==> config.mk <==
export PLATFORM = sky130hd
export DESIGN_NAME = hsni_top
export DESIGN_NICKNAME = d
export VERILOG_FILES = /design/src/hsni_pkg.sv /design/src/hsni_tmo.sv /design/src/hsni_top.sv
export SDC_FILE = /design/constraint.sdc
export NUM_CORES = 1
export LEC_CHECK = 0
export ABC_AREA = 1
export BUFFER_PORTS_ARGS = -buffer_cell sky130_fd_sc_hd__buf_4
export CAP_MARGIN = 20
export CORE_MARGIN = 2
export CORE_UTILIZATION = 25
export DETAILED_ROUTE_END_ITERATION = 16
export PLACE_DENSITY_LB_ADDON = 0.12
export SYNTH_ARGS = -nofsm -noshare
export SYNTH_HDL_FRONTEND = slang
export SYNTH_SLANG_ARGS = --single-unit
==> constraint.sdc <==
create_clock -name sys_clk_i -period 16.1 [get_ports sys_clk_i]
set_clock_uncertainty 0.05 [all_clocks]
set_input_delay 4.83 -clock sys_clk_i [delete_from_list [all_inputs] [get_ports sys_clk_i]]
set_output_delay 4.83 -clock sys_clk_i [all_outputs]
set_load 0.02 [all_outputs]
==> src/hsni_pkg.sv <==
// Package for the host-side node interrupt and status block.
// Assumes a single 40 MHz system clock shared by every user of these names.
package hsni_pkg;

  // Byte offsets inside the node register space
  localparam logic [5:0] OFF_LOCAL_COMMAND     = 6'h00;
  localparam logic [5:0] OFF_INTERRUPT_CONTROL = 6'h01;
  localparam logic [5:0] OFF_LOCAL_STATUS      = 6'h02;
  localparam logic [5:0] OFF_CABLE_PENDING     = 6'h03;
  localparam logic [5:0] OFF_LOCAL_END         = 6'h08;
  localparam logic [5:0] OFF_REMOTE_NODE       = 6'h08;
  localparam logic [5:0] OFF_REMOTE_END        = 6'h10;
  localparam logic [5:0] OFF_SPACE_END         = 6'h28;

  // Local command fields
  localparam int CMD_CLR_STATUS_BIT   = 7;
  localparam int CMD_CLR_DOORBELL_BIT = 6;
  localparam int CMD_SEND_DOORBELL_BIT = 5;

  // Interrupt control fields
  localparam int ICR_ACTIVE_BIT     = 7;
  localparam int ICR_NORMAL_EN_BIT  = 6;
  localparam int ICR_ERROR_EN_BIT   = 5;
  localparam int ICR_SEL_MSB        = 2;

  // Local status fields
  localparam int STS_LINK_ERR_BIT   = 7;
  localparam int STS_BUS_ERR_BIT    = 6;
  localparam int STS_DOORBELL_BIT   = 5;
  localparam int STS_TIMEOUT_BIT    = 2;
  localparam int STS_REMOTE_OFF_BIT = 0;

  // Reset values
  localparam logic       RST_SEND_DOORBELL = 1'b0;
  localparam logic       RST_NORMAL_EN     = 1'b0;
  localparam logic       RST_ERROR_EN      = 1'b0;
  localparam logic [2:0] RST_LINE_SELECT   = 3'h0;

  // Interface timeout: 30 us at 40 MHz
  localparam int TMO_TIME_US = 30;
  localparam int CLK_MHZ     = 40;
  localparam int TMO_CYC     = TMO_TIME_US * CLK_MHZ;
  localparam int TMO_W       = 11;

  // Host request carried as one unit
  typedef struct packed {
    logic        wr;
    logic [5:0]  addr;
    logic [1:0]  be;
    logic [15:0] wdata;
  } hsni_req_t;

  // Remote access sequencer
  typedef enum logic [1:0] {
    RA_IDLE = 2'b00,
    RA_WAIT = 2'b01,
    RA_REL  = 2'b11
  } hsni_ra_t;

endpackage : hsni_pkg

==> src/hsni_tmo.sv <==
// Interface timeout counter for remote accesses.
// Assumes run_i is a level from the same clock that stays high while waiting.
`timescale 1ns/10ps
`default_nettype none
module hsni_tmo (
  // Clock and reset
  input  wire logic sys_clk_i,
  input  wire logic rst_i,
  input  wire logic ce_i,
  // Control
  input  wire logic run_i,
  output logic      expire_o
);
  import hsni_pkg::*;

  localparam logic [TMO_W-1:0] LAST = TMO_W'(TMO_CYC - 1);

  logic [TMO_W-1:0] cnt_r;

  // Count waiting cycles; restart whenever the wait ends
  always_ff @(posedge sys_clk_i or posedge rst_i) begin
    if (rst_i) begin
      cnt_r <= '0;
    end else if (ce_i) begin
      if (!run_i) begin
        cnt_r <= '0;
      end else if (cnt_r != LAST) begin
        cnt_r <= cnt_r + TMO_W'(1);
      end
    end
  end

  // One pulse when the full window has passed
  always_ff @(posedge sys_clk_i or posedge rst_i) begin
    if (rst_i) begin
      expire_o <= 1'b0;
    end else if (ce_i) begin
      expire_o <= run_i && (cnt_r == LAST - TMO_W'(1)) && !expire_o;
    end
  end

endmodule : hsni_tmo
`default_nettype wire

==> src/hsni_top.sv <==
// Host-side local node registers: doorbells, cable interrupt routing,
// link error flags, interface timeout and the host interrupt.
// Assumes remote and cable pins are asynchronous; DMA inputs share sys_clk_i.
`timescale 1ns/10ps
`default_nettype none

// Operation
// - Byte or word access only, no longword
// - 40-byte space; local bytes here, remote forwarded
// - Command bit 7 clears all error flags
// - Command bit 6 clears inbound doorbell flag
// - Command bit 5 drives outbound doorbell level
// - Control bit 7 reads host interrupt active
// - Control bit 6 gates normal sources
// - Control bit 5 gates error sources
// - Select field routes doorbell to line 1-7
// - Status bit 7 latches link data error
// - Status bit 6 latches remote bus error
// - Status bit 5 latches inbound doorbell
// - 30 us no response sets timeout flag
// - Status bit 0 shows remote down, live
// - Pending bits 7-1 show cable lines
// - Cable lines mirror remote bus interrupts
module hsni_top (
  // Clock, reset, enable
  input  wire logic               sys_clk_i,
  input  wire logic               rst_i,
  input  wire logic               ce_i,
  // Host register window
  input  wire logic               host_valid_i,
  input  wire hsni_pkg::hsni_req_t host_req_i,
  output logic [15:0]             host_rdata_o,
  output logic                    host_ack_o,
  output logic                    host_err_o,
  output logic                    host_irq_o,
  // Remote node access over the cable
  output logic                    remote_req_o,
  output logic                    remote_wr_o,
  output logic [2:0]              remote_addr_o,
  output logic [1:0]              remote_be_o,
  output logic [15:0]             remote_wdata_o,
  input  wire logic               remote_ack_i,
  input  wire logic [15:0]        remote_rdata_i,
  // Remote events and state pins
  input  wire logic               link_data_err_i,
  input  wire logic               remote_bus_err_i,
  input  wire logic               inbound_doorbell_interrupt_i,
  input  wire logic               remote_power_off_i,
  input  wire logic               cable_absent_i,
  input  wire logic               remote_reset_i,
  input  wire logic [7:1]         cable_interrupt_line_i,
  output logic [7:1]              cable_interrupt_line_o,
  // Local DMA controller, same clock
  input  wire logic               dma_done_i,
  input  wire logic               dma_check_error_i
);
  import hsni_pkg::*;

  localparam int PIN_W = 13;

  // Byte lane hit for one register offset
  function automatic logic lane_hit(input hsni_req_t r, input logic [5:0] off);
    lane_hit = (r.addr[5:1] == off[5:1]) && r.be[off[0]];
  endfunction : lane_hit

  // Byte of write data that belongs to one offset
  function automatic logic [7:0] lane_byte(input hsni_req_t r, input logic [5:0] off);
    lane_byte = off[0] ? r.wdata[15:8] : r.wdata[7:0];
  endfunction : lane_byte

  // Address falls inside [lo, hi)
  function automatic logic in_range(input logic [5:0] a, input logic [5:0] lo,
                                    input logic [5:0] hi);
    in_range = (a >= lo) && (a < hi);
  endfunction : in_range

  // Pin synchronisers
  logic [PIN_W-1:0] pin_s1_r;
  logic [PIN_W-1:0] pin_s2_r;
  logic [2:0]       evt_d_r;
  logic             ack_s1_r;
  logic             ack_s2_r;
  logic [15:0]      rdat_s1_r;
  logic [15:0]      rdat_s2_r;

  // Register state
  logic             send_doorbell_r;
  logic             normal_en_r;
  logic             error_en_r;
  logic [2:0]       line_sel_r;
  logic             link_err_r;
  logic             bus_err_r;
  logic             doorbell_r;
  logic             timeout_r;

  // Remote access state
  hsni_ra_t         ra_state_r;
  hsni_ra_t         ra_state_nxt;
  logic             expire;

  // Decoded signals
  logic             take;
  logic             wr_take;
  logic             cmd_wr;
  logic [7:0]       cmd_byte;
  logic             icr_wr;
  logic [7:0]       icr_byte;
  logic             is_local;
  logic             is_remote;
  logic             is_space;
  logic             remote_off;
  logic [7:1]       pending;
  logic             link_err_evt;
  logic             bus_err_evt;
  logic             doorbell_evt;
  logic             clr_status;
  logic             clr_doorbell;
  logic             tmo_set;
  logic             normal_src;
  logic             error_src;
  logic [7:0]       rd_cmd;
  logic [7:0]       rd_icr;
  logic [7:0]       rd_sts;
  logic [7:0]       rd_pend;

  // Two flops on every pin before use; stage one feeds stage two only
  always_ff @(posedge sys_clk_i or posedge rst_i) begin
    if (rst_i) begin
      pin_s1_r <= '0;
      pin_s2_r <= '0;
    end else if (ce_i) begin
      pin_s1_r <= {cable_interrupt_line_i, remote_reset_i, cable_absent_i,
                   remote_power_off_i, inbound_doorbell_interrupt_i,
                   remote_bus_err_i, link_data_err_i};
      pin_s2_r <= pin_s1_r;
    end
  end

  // Previous synchronised event levels for rising edge detection
  always_ff @(posedge sys_clk_i or posedge rst_i) begin
    if (rst_i) begin
      evt_d_r <= '0;
    end else if (ce_i) begin
      evt_d_r <= pin_s2_r[2:0];
    end
  end

  // Remote answer synchronisers; data settles before the ack edge arrives
  always_ff @(posedge sys_clk_i or posedge rst_i) begin
    if (rst_i) begin
      ack_s1_r  <= 1'b0;
      ack_s2_r  <= 1'b0;
      rdat_s1_r <= '0;
      rdat_s2_r <= '0;
    end else if (ce_i) begin
      ack_s1_r  <= remote_ack_i;
      ack_s2_r  <= ack_s1_r;
      rdat_s1_r <= remote_rdata_i;
      rdat_s2_r <= rdat_s1_r;
    end
  end

  // Event and level decode from the synchronised pins
  assign link_err_evt = pin_s2_r[0] && !evt_d_r[0];
  assign bus_err_evt  = pin_s2_r[1] && !evt_d_r[1];
  assign doorbell_evt = pin_s2_r[2] && !evt_d_r[2];
  assign remote_off   = |pin_s2_r[5:3];
  assign pending      = pin_s2_r[PIN_W-1:6];

  // Request decode; a request is only taken while no remote access runs
  assign take      = host_valid_i && (ra_state_r == RA_IDLE);
  assign wr_take   = take && host_req_i.wr;
  assign is_local  = in_range(host_req_i.addr, OFF_LOCAL_COMMAND, OFF_LOCAL_END);
  assign is_remote = in_range(host_req_i.addr, OFF_REMOTE_NODE, OFF_REMOTE_END);
  assign is_space  = in_range(host_req_i.addr, OFF_LOCAL_COMMAND, OFF_SPACE_END);

  // Per-register write strobes from byte lanes; a word covers two offsets
  assign cmd_wr   = wr_take && lane_hit(host_req_i, OFF_LOCAL_COMMAND);
  assign cmd_byte = lane_byte(host_req_i, OFF_LOCAL_COMMAND);
  assign icr_wr   = wr_take && lane_hit(host_req_i, OFF_INTERRUPT_CONTROL);
  assign icr_byte = lane_byte(host_req_i, OFF_INTERRUPT_CONTROL);

  // Write-only command pulses
  assign clr_status   = cmd_wr && cmd_byte[CMD_CLR_STATUS_BIT];
  assign clr_doorbell = cmd_wr && cmd_byte[CMD_CLR_DOORBELL_BIT];

  // Outbound doorbell level, held until software writes zero
  always_ff @(posedge sys_clk_i or posedge rst_i) begin
    if (rst_i) begin
      send_doorbell_r <= RST_SEND_DOORBELL;
    end else if (ce_i && cmd_wr) begin
      send_doorbell_r <= cmd_byte[CMD_SEND_DOORBELL_BIT];
    end
  end

  // Interrupt enables and outbound line select
  always_ff @(posedge sys_clk_i or posedge rst_i) begin
    if (rst_i) begin
      normal_en_r <= RST_NORMAL_EN;
      error_en_r  <= RST_ERROR_EN;
      line_sel_r  <= RST_LINE_SELECT;
    end else if (ce_i && icr_wr) begin
      normal_en_r <= icr_byte[ICR_NORMAL_EN_BIT];
      error_en_r  <= icr_byte[ICR_ERROR_EN_BIT];
      line_sel_r  <= icr_byte[ICR_SEL_MSB:0];
    end
  end

  // Sticky error flags; a new event in the clearing cycle wins
  always_ff @(posedge sys_clk_i or posedge rst_i) begin
    if (rst_i) begin
      link_err_r <= 1'b0;
      bus_err_r  <= 1'b0;
      timeout_r  <= 1'b0;
    end else if (ce_i) begin
      link_err_r <= link_err_evt || (link_err_r && !clr_status);
      bus_err_r  <= bus_err_evt || (bus_err_r && !clr_status);
      timeout_r  <= tmo_set || (timeout_r && !clr_status);
    end
  end

  // Inbound doorbell flag, cleared only by its own command bit
  always_ff @(posedge sys_clk_i or posedge rst_i) begin
    if (rst_i) begin
      doorbell_r <= 1'b0;
    end else if (ce_i) begin
      doorbell_r <= doorbell_evt || (doorbell_r && !clr_doorbell);
    end
  end

  // Route the outbound doorbell; select zero keeps every line quiet
  always_ff @(posedge sys_clk_i or posedge rst_i) begin
    if (rst_i) begin
      cable_interrupt_line_o <= '0;
    end else if (ce_i) begin
      for (int i = 1; i <= 7; i++) begin
        cable_interrupt_line_o[i] <= send_doorbell_r &&
                                     (line_sel_r == 3'(i));
      end
    end
  end

  // Host interrupt sources; remote-off is deliberately not an error source
  assign normal_src = doorbell_r || (|pending) || dma_done_i;
  assign error_src  = link_err_r || bus_err_r || timeout_r || dma_check_error_i;

  // Host interrupt, registered so the pin and the active bit agree
  always_ff @(posedge sys_clk_i or posedge rst_i) begin
    if (rst_i) begin
      host_irq_o <= 1'b0;
    end else if (ce_i) begin
      host_irq_o <= (normal_en_r && normal_src) ||
                    (error_en_r && error_src);
    end
  end

  // Read images of the local registers; write-only bits read as zero
  assign rd_cmd  = 8'(send_doorbell_r) << CMD_SEND_DOORBELL_BIT;
  assign rd_icr  = (8'(host_irq_o) << ICR_ACTIVE_BIT) |
                   (8'(normal_en_r) << ICR_NORMAL_EN_BIT) |
                   (8'(error_en_r) << ICR_ERROR_EN_BIT) |
                   {5'h00, line_sel_r};
  assign rd_sts  = (8'(link_err_r) << STS_LINK_ERR_BIT) |
                   (8'(bus_err_r) << STS_BUS_ERR_BIT) |
                   (8'(doorbell_r) << STS_DOORBELL_BIT) |
                   (8'(timeout_r) << STS_TIMEOUT_BIT) |
                   (8'(remote_off) << STS_REMOTE_OFF_BIT);
  assign rd_pend = {pending, 1'b0};

  // Timeout window only runs while a remote answer is awaited
  hsni_tmo u_tmo (
    .sys_clk_i (sys_clk_i),
    .rst_i     (rst_i),
    .ce_i      (ce_i),
    .run_i     (ra_state_r == RA_WAIT),
    .expire_o  (expire)
  );

  // A dead remote fails at once rather than burning the whole window
  assign tmo_set = ((ra_state_r == RA_WAIT) && expire && !ack_s2_r) ||
                   (take && is_remote && remote_off);

  // Remote access sequencer: four-phase handshake with the remote card
  always_comb begin
    ra_state_nxt = ra_state_r;
    case (ra_state_r)
      RA_IDLE: begin
        if (take && is_remote && !remote_off) begin
          ra_state_nxt = RA_WAIT;
        end
      end
      RA_WAIT: begin
        if (ack_s2_r || expire) begin
          ra_state_nxt = RA_REL;
        end
      end
      RA_REL: begin
        if (!ack_s2_r) begin
          ra_state_nxt = RA_IDLE;
        end
      end
      default: begin
        ra_state_nxt = RA_IDLE;
      end
    endcase
  end

  // Sequencer state register
  always_ff @(posedge sys_clk_i or posedge rst_i) begin
    if (rst_i) begin
      ra_state_r <= RA_IDLE;
    end else if (ce_i) begin
      ra_state_r <= ra_state_nxt;
    end
  end

  // Remote request lines; the request drops on answer or on timeout
  always_ff @(posedge sys_clk_i or posedge rst_i) begin
    if (rst_i) begin
      remote_req_o   <= 1'b0;
      remote_wr_o    <= 1'b0;
      remote_addr_o  <= '0;
      remote_be_o    <= '0;
      remote_wdata_o <= '0;
    end else if (ce_i) begin
      if ((ra_state_r == RA_IDLE) && (ra_state_nxt == RA_WAIT)) begin
        remote_req_o   <= 1'b1;
        remote_wr_o    <= host_req_i.wr;
        remote_addr_o  <= host_req_i.addr[2:0];
        remote_be_o    <= host_req_i.be;
        remote_wdata_o <= host_req_i.wdata;
      end else if ((ra_state_r == RA_WAIT) && (ack_s2_r || expire)) begin
        remote_req_o   <= 1'b0;
      end
    end
  end

  // Host answer: local and unserved bytes answer next cycle, remote on completion
  always_ff @(posedge sys_clk_i or posedge rst_i) begin
    if (rst_i) begin
      host_ack_o   <= 1'b0;
      host_err_o   <= 1'b0;
      host_rdata_o <= '0;
    end else if (ce_i) begin
      host_ack_o <= 1'b0;
      host_err_o <= 1'b0;
      if (take && !is_remote) begin
        host_ack_o   <= 1'b1;
        host_err_o   <= !is_space;
        host_rdata_o <= '0;
        if (is_local && !host_req_i.wr) begin
          case (host_req_i.addr[5:1])
            5'h00:   host_rdata_o <= {rd_icr, rd_cmd};
            5'h01:   host_rdata_o <= {rd_pend, rd_sts};
            default: host_rdata_o <= '0;
          endcase
        end
      end else if (take && remote_off) begin
        host_ack_o   <= 1'b1;
        host_err_o   <= 1'b1;
        host_rdata_o <= '0;
      end else if (ra_state_r == RA_WAIT && ack_s2_r) begin
        host_ack_o   <= 1'b1;
        host_rdata_o <= remote_wr_o ? 16'h0000 : rdat_s2_r;
      end else if (ra_state_r == RA_WAIT && expire) begin
        host_ack_o   <= 1'b1;
        host_err_o   <= 1'b1;
        host_rdata_o <= '0;
      end
    end
  end

endmodule : hsni_top
`default_nettype wire

## Word level (Yosys, flattened, before mapping)

Cells that the tools add are included.

| storage, ports and cells | value |
|---|---|
| bits in registers | 136 |
| bits in latches | 0 |
| memory bits (writable) | 0 |
| bits in read-only memories | 0 |
| bits of input ports | 61 |
| output and inout port bits | 49 |
| logic and storage cells | 152 |
| memories kept | 0 |

| operators by class | value |
|---|---|
| add/sub/neg operators | 1 |
| multipliers | 0 |
| div/mod/pow operators | 0 |
| magnitude comparators | 5 |
| equal/unequal tests | 14 |
| shift operators | 0 |
| muxes and demuxes | 22 |
| bitwise logic cells | 7 |
| reduce and logical (&&, ||, !) cells | 75 |

Operator list:

| kind | number |
|---|---|
| 16-bit 2-to-1 mux | 6 |
| 1-bit logical AND | 42 |
| 16-bit one-hot mux with 2 select lines | 1 |
| 11-bit 2-to-1 mux | 2 |
| 8-bit by 3-bit bitwise OR with 8-bit output | 2 |
| 8-bit by 6-bit bitwise OR with 8-bit output | 2 |
| 8-bit by 7-bit bitwise OR with 8-bit output | 2 |
| 3-bit equality test, second input constant | 4 |
| 1-bit logical OR | 12 |
| 11-bit by 1-bit adder with 11-bit output, second input constant | 1 |
| 11-bit equality test, second input constant | 1 |
| 1-bit zero test | 11 |
| 11-bit != test, second input constant | 1 |
| 1-bit 2-to-1 mux | 9 |
| 8-bit by 1-bit bitwise OR with 8-bit output | 1 |
| 2-bit AND reduction | 4 |
| 7-bit OR reduction | 1 |
| 3-bit by 2-bit equality test with 1-bit output, second input constant | 2 |
| 6-bit by 1-bit >= comparator with 1-bit output, second input constant | 1 |
| 6-bit by 4-bit >= comparator with 1-bit output, second input constant | 1 |
| 6-bit by 4-bit less-than comparator with 1-bit output, second input constant | 1 |
| 6-bit by 5-bit less-than comparator with 1-bit output, second input constant | 1 |
| 6-bit less-than comparator, second input constant | 1 |
| 2-bit 2-to-1 mux | 3 |
| 11 further kinds | 12 |

## Depth between registers and ports, before layout

| logic depth | value |
|---|---|
| depth after elaboration | 10 |
| depth in mapped cells | 10 |
| depth with buffers taken out | 9 |

## Modules after synthesis

A second synthesis with hierarchy kept.

| second synthesis, totals | value |
|---|---|
| cell total of the unflattened synthesis | 713 |
| area, all modules | 6078.3 µm² |

Modules (own cells, without submodules):

| module | instances | cells each | area an instance (µm²) | seq. area each (µm²) |
|---|---|---|---|---|
| hsni_top | 1 | 608 | 5273.8 | 3103.0 |
| hsni_tmo | 1 | 105 | 804.5 | 300.3 |

## Least setup slack after synthesis

Ideal clock, no wire load.

| timing | value |
|---|---|
| kind | input -> register |
| start point | input port ce_i |
| end point | register u_tmo.cnt_r[7] |
| setup time | 118 ps |
| arrival | 5641 ps |
| data required time | 15932 ps |
| path slack | 10291 ps |
| cell stages on the path | 7 |
| path buffers | 2 |
| cell sequence | clkbuf_2 > inv_2 > a21oi_4 > inv_4 > buf_12 > nand2_2 > o21ai_2 |

| on the way | value |
|---|---|
| longest elaborated chain between the ends | 1 |

Ends and longest elaborated chain:

| what | line | text |
|---|---|---|
| start, declared | hsni_top.sv:28 | `input wire logic ce_i,` |
| 2-bit AND reduction (no line) | n/a |  |
| end signal, assigned | hsni_tmo.sv:28 | `cnt_r <= cnt_r + TMO_W'(1);` |
| end, declared | hsni_tmo.sv:18 | `logic [TMO_W-1:0] cnt_r;` |

No other way between the ends.
A chain may end at the register's enable or synchronous reset.

## Worst setup path after layout

| timing | value |
|---|---|
| start point | input port host_req_i[22] (netlist bit) |
| end point | register remote_wdata_o[9] |

| on the way | value |
|---|---|
| longest elaborated chain between the ends | 9 |
| elaborated cells on any way between the ends | 10 |
| those cells by class | order compare: 2; eq/ne: 1; mux: 2; reduce/logical: 5 |

Ends and longest elaborated chain:

| what | line | text |
|---|---|---|
| start, declared | hsni_top.sv:31 | `input wire hsni_pkg::hsni_req_t host_req_i,` |
| 6-bit by 4-bit >= comparator with 1-bit output or 6-bit by 5-bit less-than comparator with 1-bit output (tied branches) | hsni_top.sv:74 | `in_range = (a >= lo) && (a < hi);` |
| 1-bit logical AND * | hsni_top.sv:74 |  |
| 1-bit logical AND * (2 in a row) | hsni_top.sv:288 | `if (take && is_remote && !remote_off) begin` |
| 2-bit 2-to-1 mux * | hsni_top.sv:288 |  |
| 2-bit one-hot mux with 3 select lines * | hsni_top.sv:286 | `case (ra_state_r)` |
| 2-bit by 1-bit equality test with 1-bit output * | hsni_top.sv:326 | `if ((ra_state_r == RA_IDLE) && (ra_state_nxt == RA_WAIT)) begin` |
| 1-bit logical AND * | hsni_top.sv:326 |  |
| 2-bit AND reduction (no line) * | n/a |  |
| end signal, assigned | hsni_top.sv:331 | `remote_wdata_o <= host_req_i.wdata;` |
| end, declared | hsni_top.sv:41 | `output logic [15:0] remote_wdata_o,` |

Every way passes the cells marked *; elsewhere a longest branch is shown, timed or not.

==> insert_results.sql <==
INSERT INTO impl_metrics (metric_group, metric, value, unit) VALUES
('die', 'die-area', '25200', 'um2'),
('pwr', 'pwr_density_cell', '121', 'nW/um2'),
('logic_synthesis', 'synth_area_leaders', 'dfrtp_1, nand2_1, o21ai_0, inv_1, nand3_1', ''),
('logic_synthesis', 'synthesis.area', '6000', 'um2'),
('cts', 'cts_buffers', '17', ''),
('critical_path', 'critical_path_required', '16.37', 'ns'),
('placed_design', 'place_hpwl', '11.4', 'mm'),
('die', 'initial_core_utilization', '25.5', '%'),
('drt', 'dr.pass1.iters', '4', ''),
('drt', 'total_length_of_routed_wires', '16.3', 'mm'),
('pwr', 'comb_power_share', '12.9', '%'),
('die', 'die-height', '159', 'um'),
('logic_synthesis', 'synth_edf_count', '0', ''),
('cells_and_area', 'n_antenna_cell', '0', ''),
('cts', 'cts.sinks', '136', ''),
('logic_synthesis', 'synthDistinctLibCells', '36', ''),
('die', 'chipWidth', '159', 'um'),
('cts', 'cts.htree.levels', '4', ''),
('placed_design', 'port_buffers', '109', ''),
('die', 'row_count', '56', ''),
('run', 'cap_violations', '0', ''),
('logic_synthesis', 'ys_seq_elements', '136', ''),
('pwr', 'power.share.switching', '26.7', '%'),
('die', 'placeableCoreArea', '23500', 'um2'),
('cells_and_area', 'drive_above_1_share', '22.2', '%'),
('timing', 'worstMarginPinSlew', '0.852', 'ns'),
('drt', 'wl_per_cell', '14.3', 'um'),
('global_route', 'grt_pass1_vias', '4871', ''),
('cts', 'clock_latency', '0.42', 'ns'),
('cts', 'cts_repair_resize_count', '0', ''),
('pwr', 'p_switching', '249', 'uW'),
('cts', 'tritoncts_clock_tree', 'yes', ''),
('pwr', 'leakage', '0.00384', 'uW'),
('timing', 'fmax', '165', 'MHz'),
('logic_synthesis', 'synth.most_common_cell', 'nand2_1', ''),
('cts', 'post_cts_buffers', '0', ''),
('critical_path', 'startpoint_type', 'primary input', ''),
('cells_and_area', 'num-nets-final', '869', ''),
('logic_synthesis', 'ys_seq_area_share', '56.7', '%'),
('drt', 'vias_per_cell', '4.14', ''),
('pwr', 'p_seq_share', '42.2', '%'),
('global_route', 'number_of_antenna_violations_at_the_first_check_in_global_routing', '0', ''),
('logic_synthesis', 'synth.net_count', '764', ''),
('critical_path', 'cp-end-kind', 'flop', ''),
('timing', 'final-hold-violation-count', '0', ''),
('drt', 'initialDrtViolationCount', '211', ''),
('cts', 'cts_hold_buffers', '0', ''),
('cts', 'clk_root_buffer_cell', 'clkbuf_16', ''),
('drt', 'ant_nets', '0', ''),
('timing', 'final.period_utilization', '37.7', '%'),
('logic_synthesis', 'synth_common_cells', 'nand2_1, dfrtp_1, o21ai_0', ''),
('cts', 'clk_pin_slew', '0.06', 'ns'),
('status', 'outcome', 'finished clean', ''),
('cells_and_area', 'area_growth', '28.8', '%'),
('timing', 'setup_viol', '0', ''),
('timing', 'finalMaxSlewViolations', '0', ''),
('pwr', 'pwr-share-clk', '44.9', '%'),
('die', 'design.portCount', '110', ''),
('logic_synthesis', 'synth_async_reset_ratio', '100', '%'),
('placed_design', 'detailed_place.area', '7090', 'um2'),
('min_path', 'hold_class', 'flop to flop', ''),
('placed_design', 'place.gp.congestion', '0.724', ''),
('global_route', 'grt_start_max_net_pins', '76', ''),
('timing', 'fin_crit', '6.07', 'ns'),
('logic_synthesis', 'top_ff_cell_synth', 'dfrtp_1', ''),
('critical_path', 'critPathKind', 'primary input to flop', ''),
('critical_path', 'path_max_fanout', '44', ''),
('cells_and_area', 'post-route-cell-area', '7720', 'um2'),
('cts', 'cts.path.max_buffers', '2', ''),
('timing', 'tns', '0', 'ns'),
('global_route', 'track_usage', '13.6', '%'),
('pwr', 'cellInternalPower', '686', 'uW'),
('logic_synthesis', 'post_synth.cell_area_avg', '8.55', 'um2'),
('global_route', 'grt.overflow.total', '0', ''),
('global_route', 'grt_first_pass_wirelength', '27.0', 'mm'),
('logic_synthesis', 'yosysTopAreaCell', 'dfrtp_1', ''),
('drt', 'drcViolationCount', '0', ''),
('timing', 'maxSlewHeadroom', '43.2', '%'),
('pwr', 'worst_ir_drop_vdd', '0.0546', 'mV'),
('timing', 'rsz0062_at_grt', 'no', ''),
('drt', 'routed-via-count', '4706', ''),
('critical_path', 'worst-endpoint-arrival', '6.34', 'ns'),
('logic_synthesis', 'synth_top_area_share', '56.7', '%'),
('logic_synthesis', 'synthesis.instances', '701', ''),
('logic_synthesis', 'ys_warn_count', '0', '');
## cell type report
class	count	area [um2]
sequential	136	3400
tap	319	399
multi-input combinational	465	2160
fill	2566	15800
clock inverter	12	174
clock buffer	20	457
timing repair buffer	112	841
inverter	74	285
## power groups by stage
| stage | registers (uW) | logic, uW | clock network, uW |
|---|---|---|---|
| floorplan | 411 | 58.1 | 0 |
| global placement | 401 | 124 | 0 |
| detailed placement | 400 | 125 | 0 |
| CTS | 394 | 125 | 431 |
| global route | 398 | 137 | 448 |
| finish | 394 | 121 | 420 |
## critical path, cell delays in order
cell,delay (ns)
buf_4,0.11
nor2_1,0.14
nand2_1,0.14
nor2_4,0.12
nand3_2,0.63
o21ai_1,0.36
## layout by cell type, fill, tap and decap left out, types with 2 or more instances in the layout
cell and count:
o21ai_1 25, nand2_2 13, nor2_4 3, o21ai_2 3, inv_2 3, bufinv_16 4, o21ai_0 74, ha_1 2
clkbuf_8 2, nor2_1 27, clkbuf_16 17, nand2_4 6, nand2_1 243, a21oi_1 3, clkinvlp_4 4, nand3_1 39
dfrtp_1 136, o31ai_1 2, clkinv_2 3, nor2_2 4, xor2_1 4, nor3_1 3, nand4_1 4, buf_4 112
nand3_2 2, inv_1 69
## layer usage
layer	part of all wire [%]	up-vias	routed length [um]	global-route usage, %
li1	-	2413	-	-
met1	48	2199	7840	18.1
met2	46	81	7560	21.9
met3	3.9	13	631	3.34
met4	1.4	0	231	4.38
met5	0	-	0	0
## per-stage QoR
| step | setup slack, ns | instances | utilization (%) | total power (uW) | hold WS, ns |
|---|---|---|---|---|---|
| 3_5_place_dp | 9.53 | 1106 | 30.1 | 525 | 0.413 |
| 3_3_place_gp | 9.59 | 1106 | 30.1 | 524 | 0.410 |
| 5_1_grt | 9.79 | 1138 | 32.8 | 983 | 0.445 |
| 2_1_floorplan | 7.58 | 701 | - | 469 | 0.392 |
| 6_report | 10.03 | 1138 | 32.8 | 935 | 0.422 |
| 4_1_cts | 9.97 | 1138 | 32.8 | 950 | 0.428 |
## path summary, 6_finish.rpt
check / cells after the start / slack [ns] / end / start
worst max-delay path: 6 / 10.03 / remote_wdata_o[9]$_DFFE_PP0P_ / host_req_i[22]
worst min-delay path: 2 / 0.42 / pin_s1_r[4]$_DFFE_PP0P_ / pin_s1_r[4]$_DFFE_PP0P_
worst max register to register: 5 / 14.06 / remote_wdata_o[9]$_DFFE_PP0P_ / pin_s2_r[5]$_DFFE_PP0P_
worst min register to register: 2 / 0.42 / pin_s1_r[4]$_DFFE_PP0P_ / pin_s1_r[4]$_DFFE_PP0P_
max in group asynchronous: 3 / 10.21 / pin_s2_r[7]$_DFFE_PP0P_ / rst_i
min in group asynchronous: 2 / 4.47 / rdat_s1_r[4]$_DFFE_PP0P_ / rst_i
## flip-flops by register name, indices dropped and copies added, names as in the netlist, 2 cells and up
signal,cells
cable_interrupt_line_o,7
evt_d_r,3
host_rdata_o,16
line_sel_r,3
pin_s1_r,13
pin_s2_r,13
ra_state_r,2
rdat_s1_r,16
rdat_s2_r,16
remote_addr_o,3
remote_be_o,2
remote_wdata_o,16
u_tmo.cnt_r,11
## logic make-up (layout without fill, tap and decap cells)
family / Yosys count / after routing / share of synthesized area, %
AOI/OAI and AO/OA: 111 / 111 / 9.97
xor gates and xnor gates: 5 / 5 / 0.730
adders and majority gates: 2 / 2 / 0.417
buffers and inverters: 100 / 218 / 7.18
DFF: 136 / 136 / 56.7
and+or+nand+nor: 347 / 347 / 25.0
No activity file was read; power rests on OpenSTA's default activity.
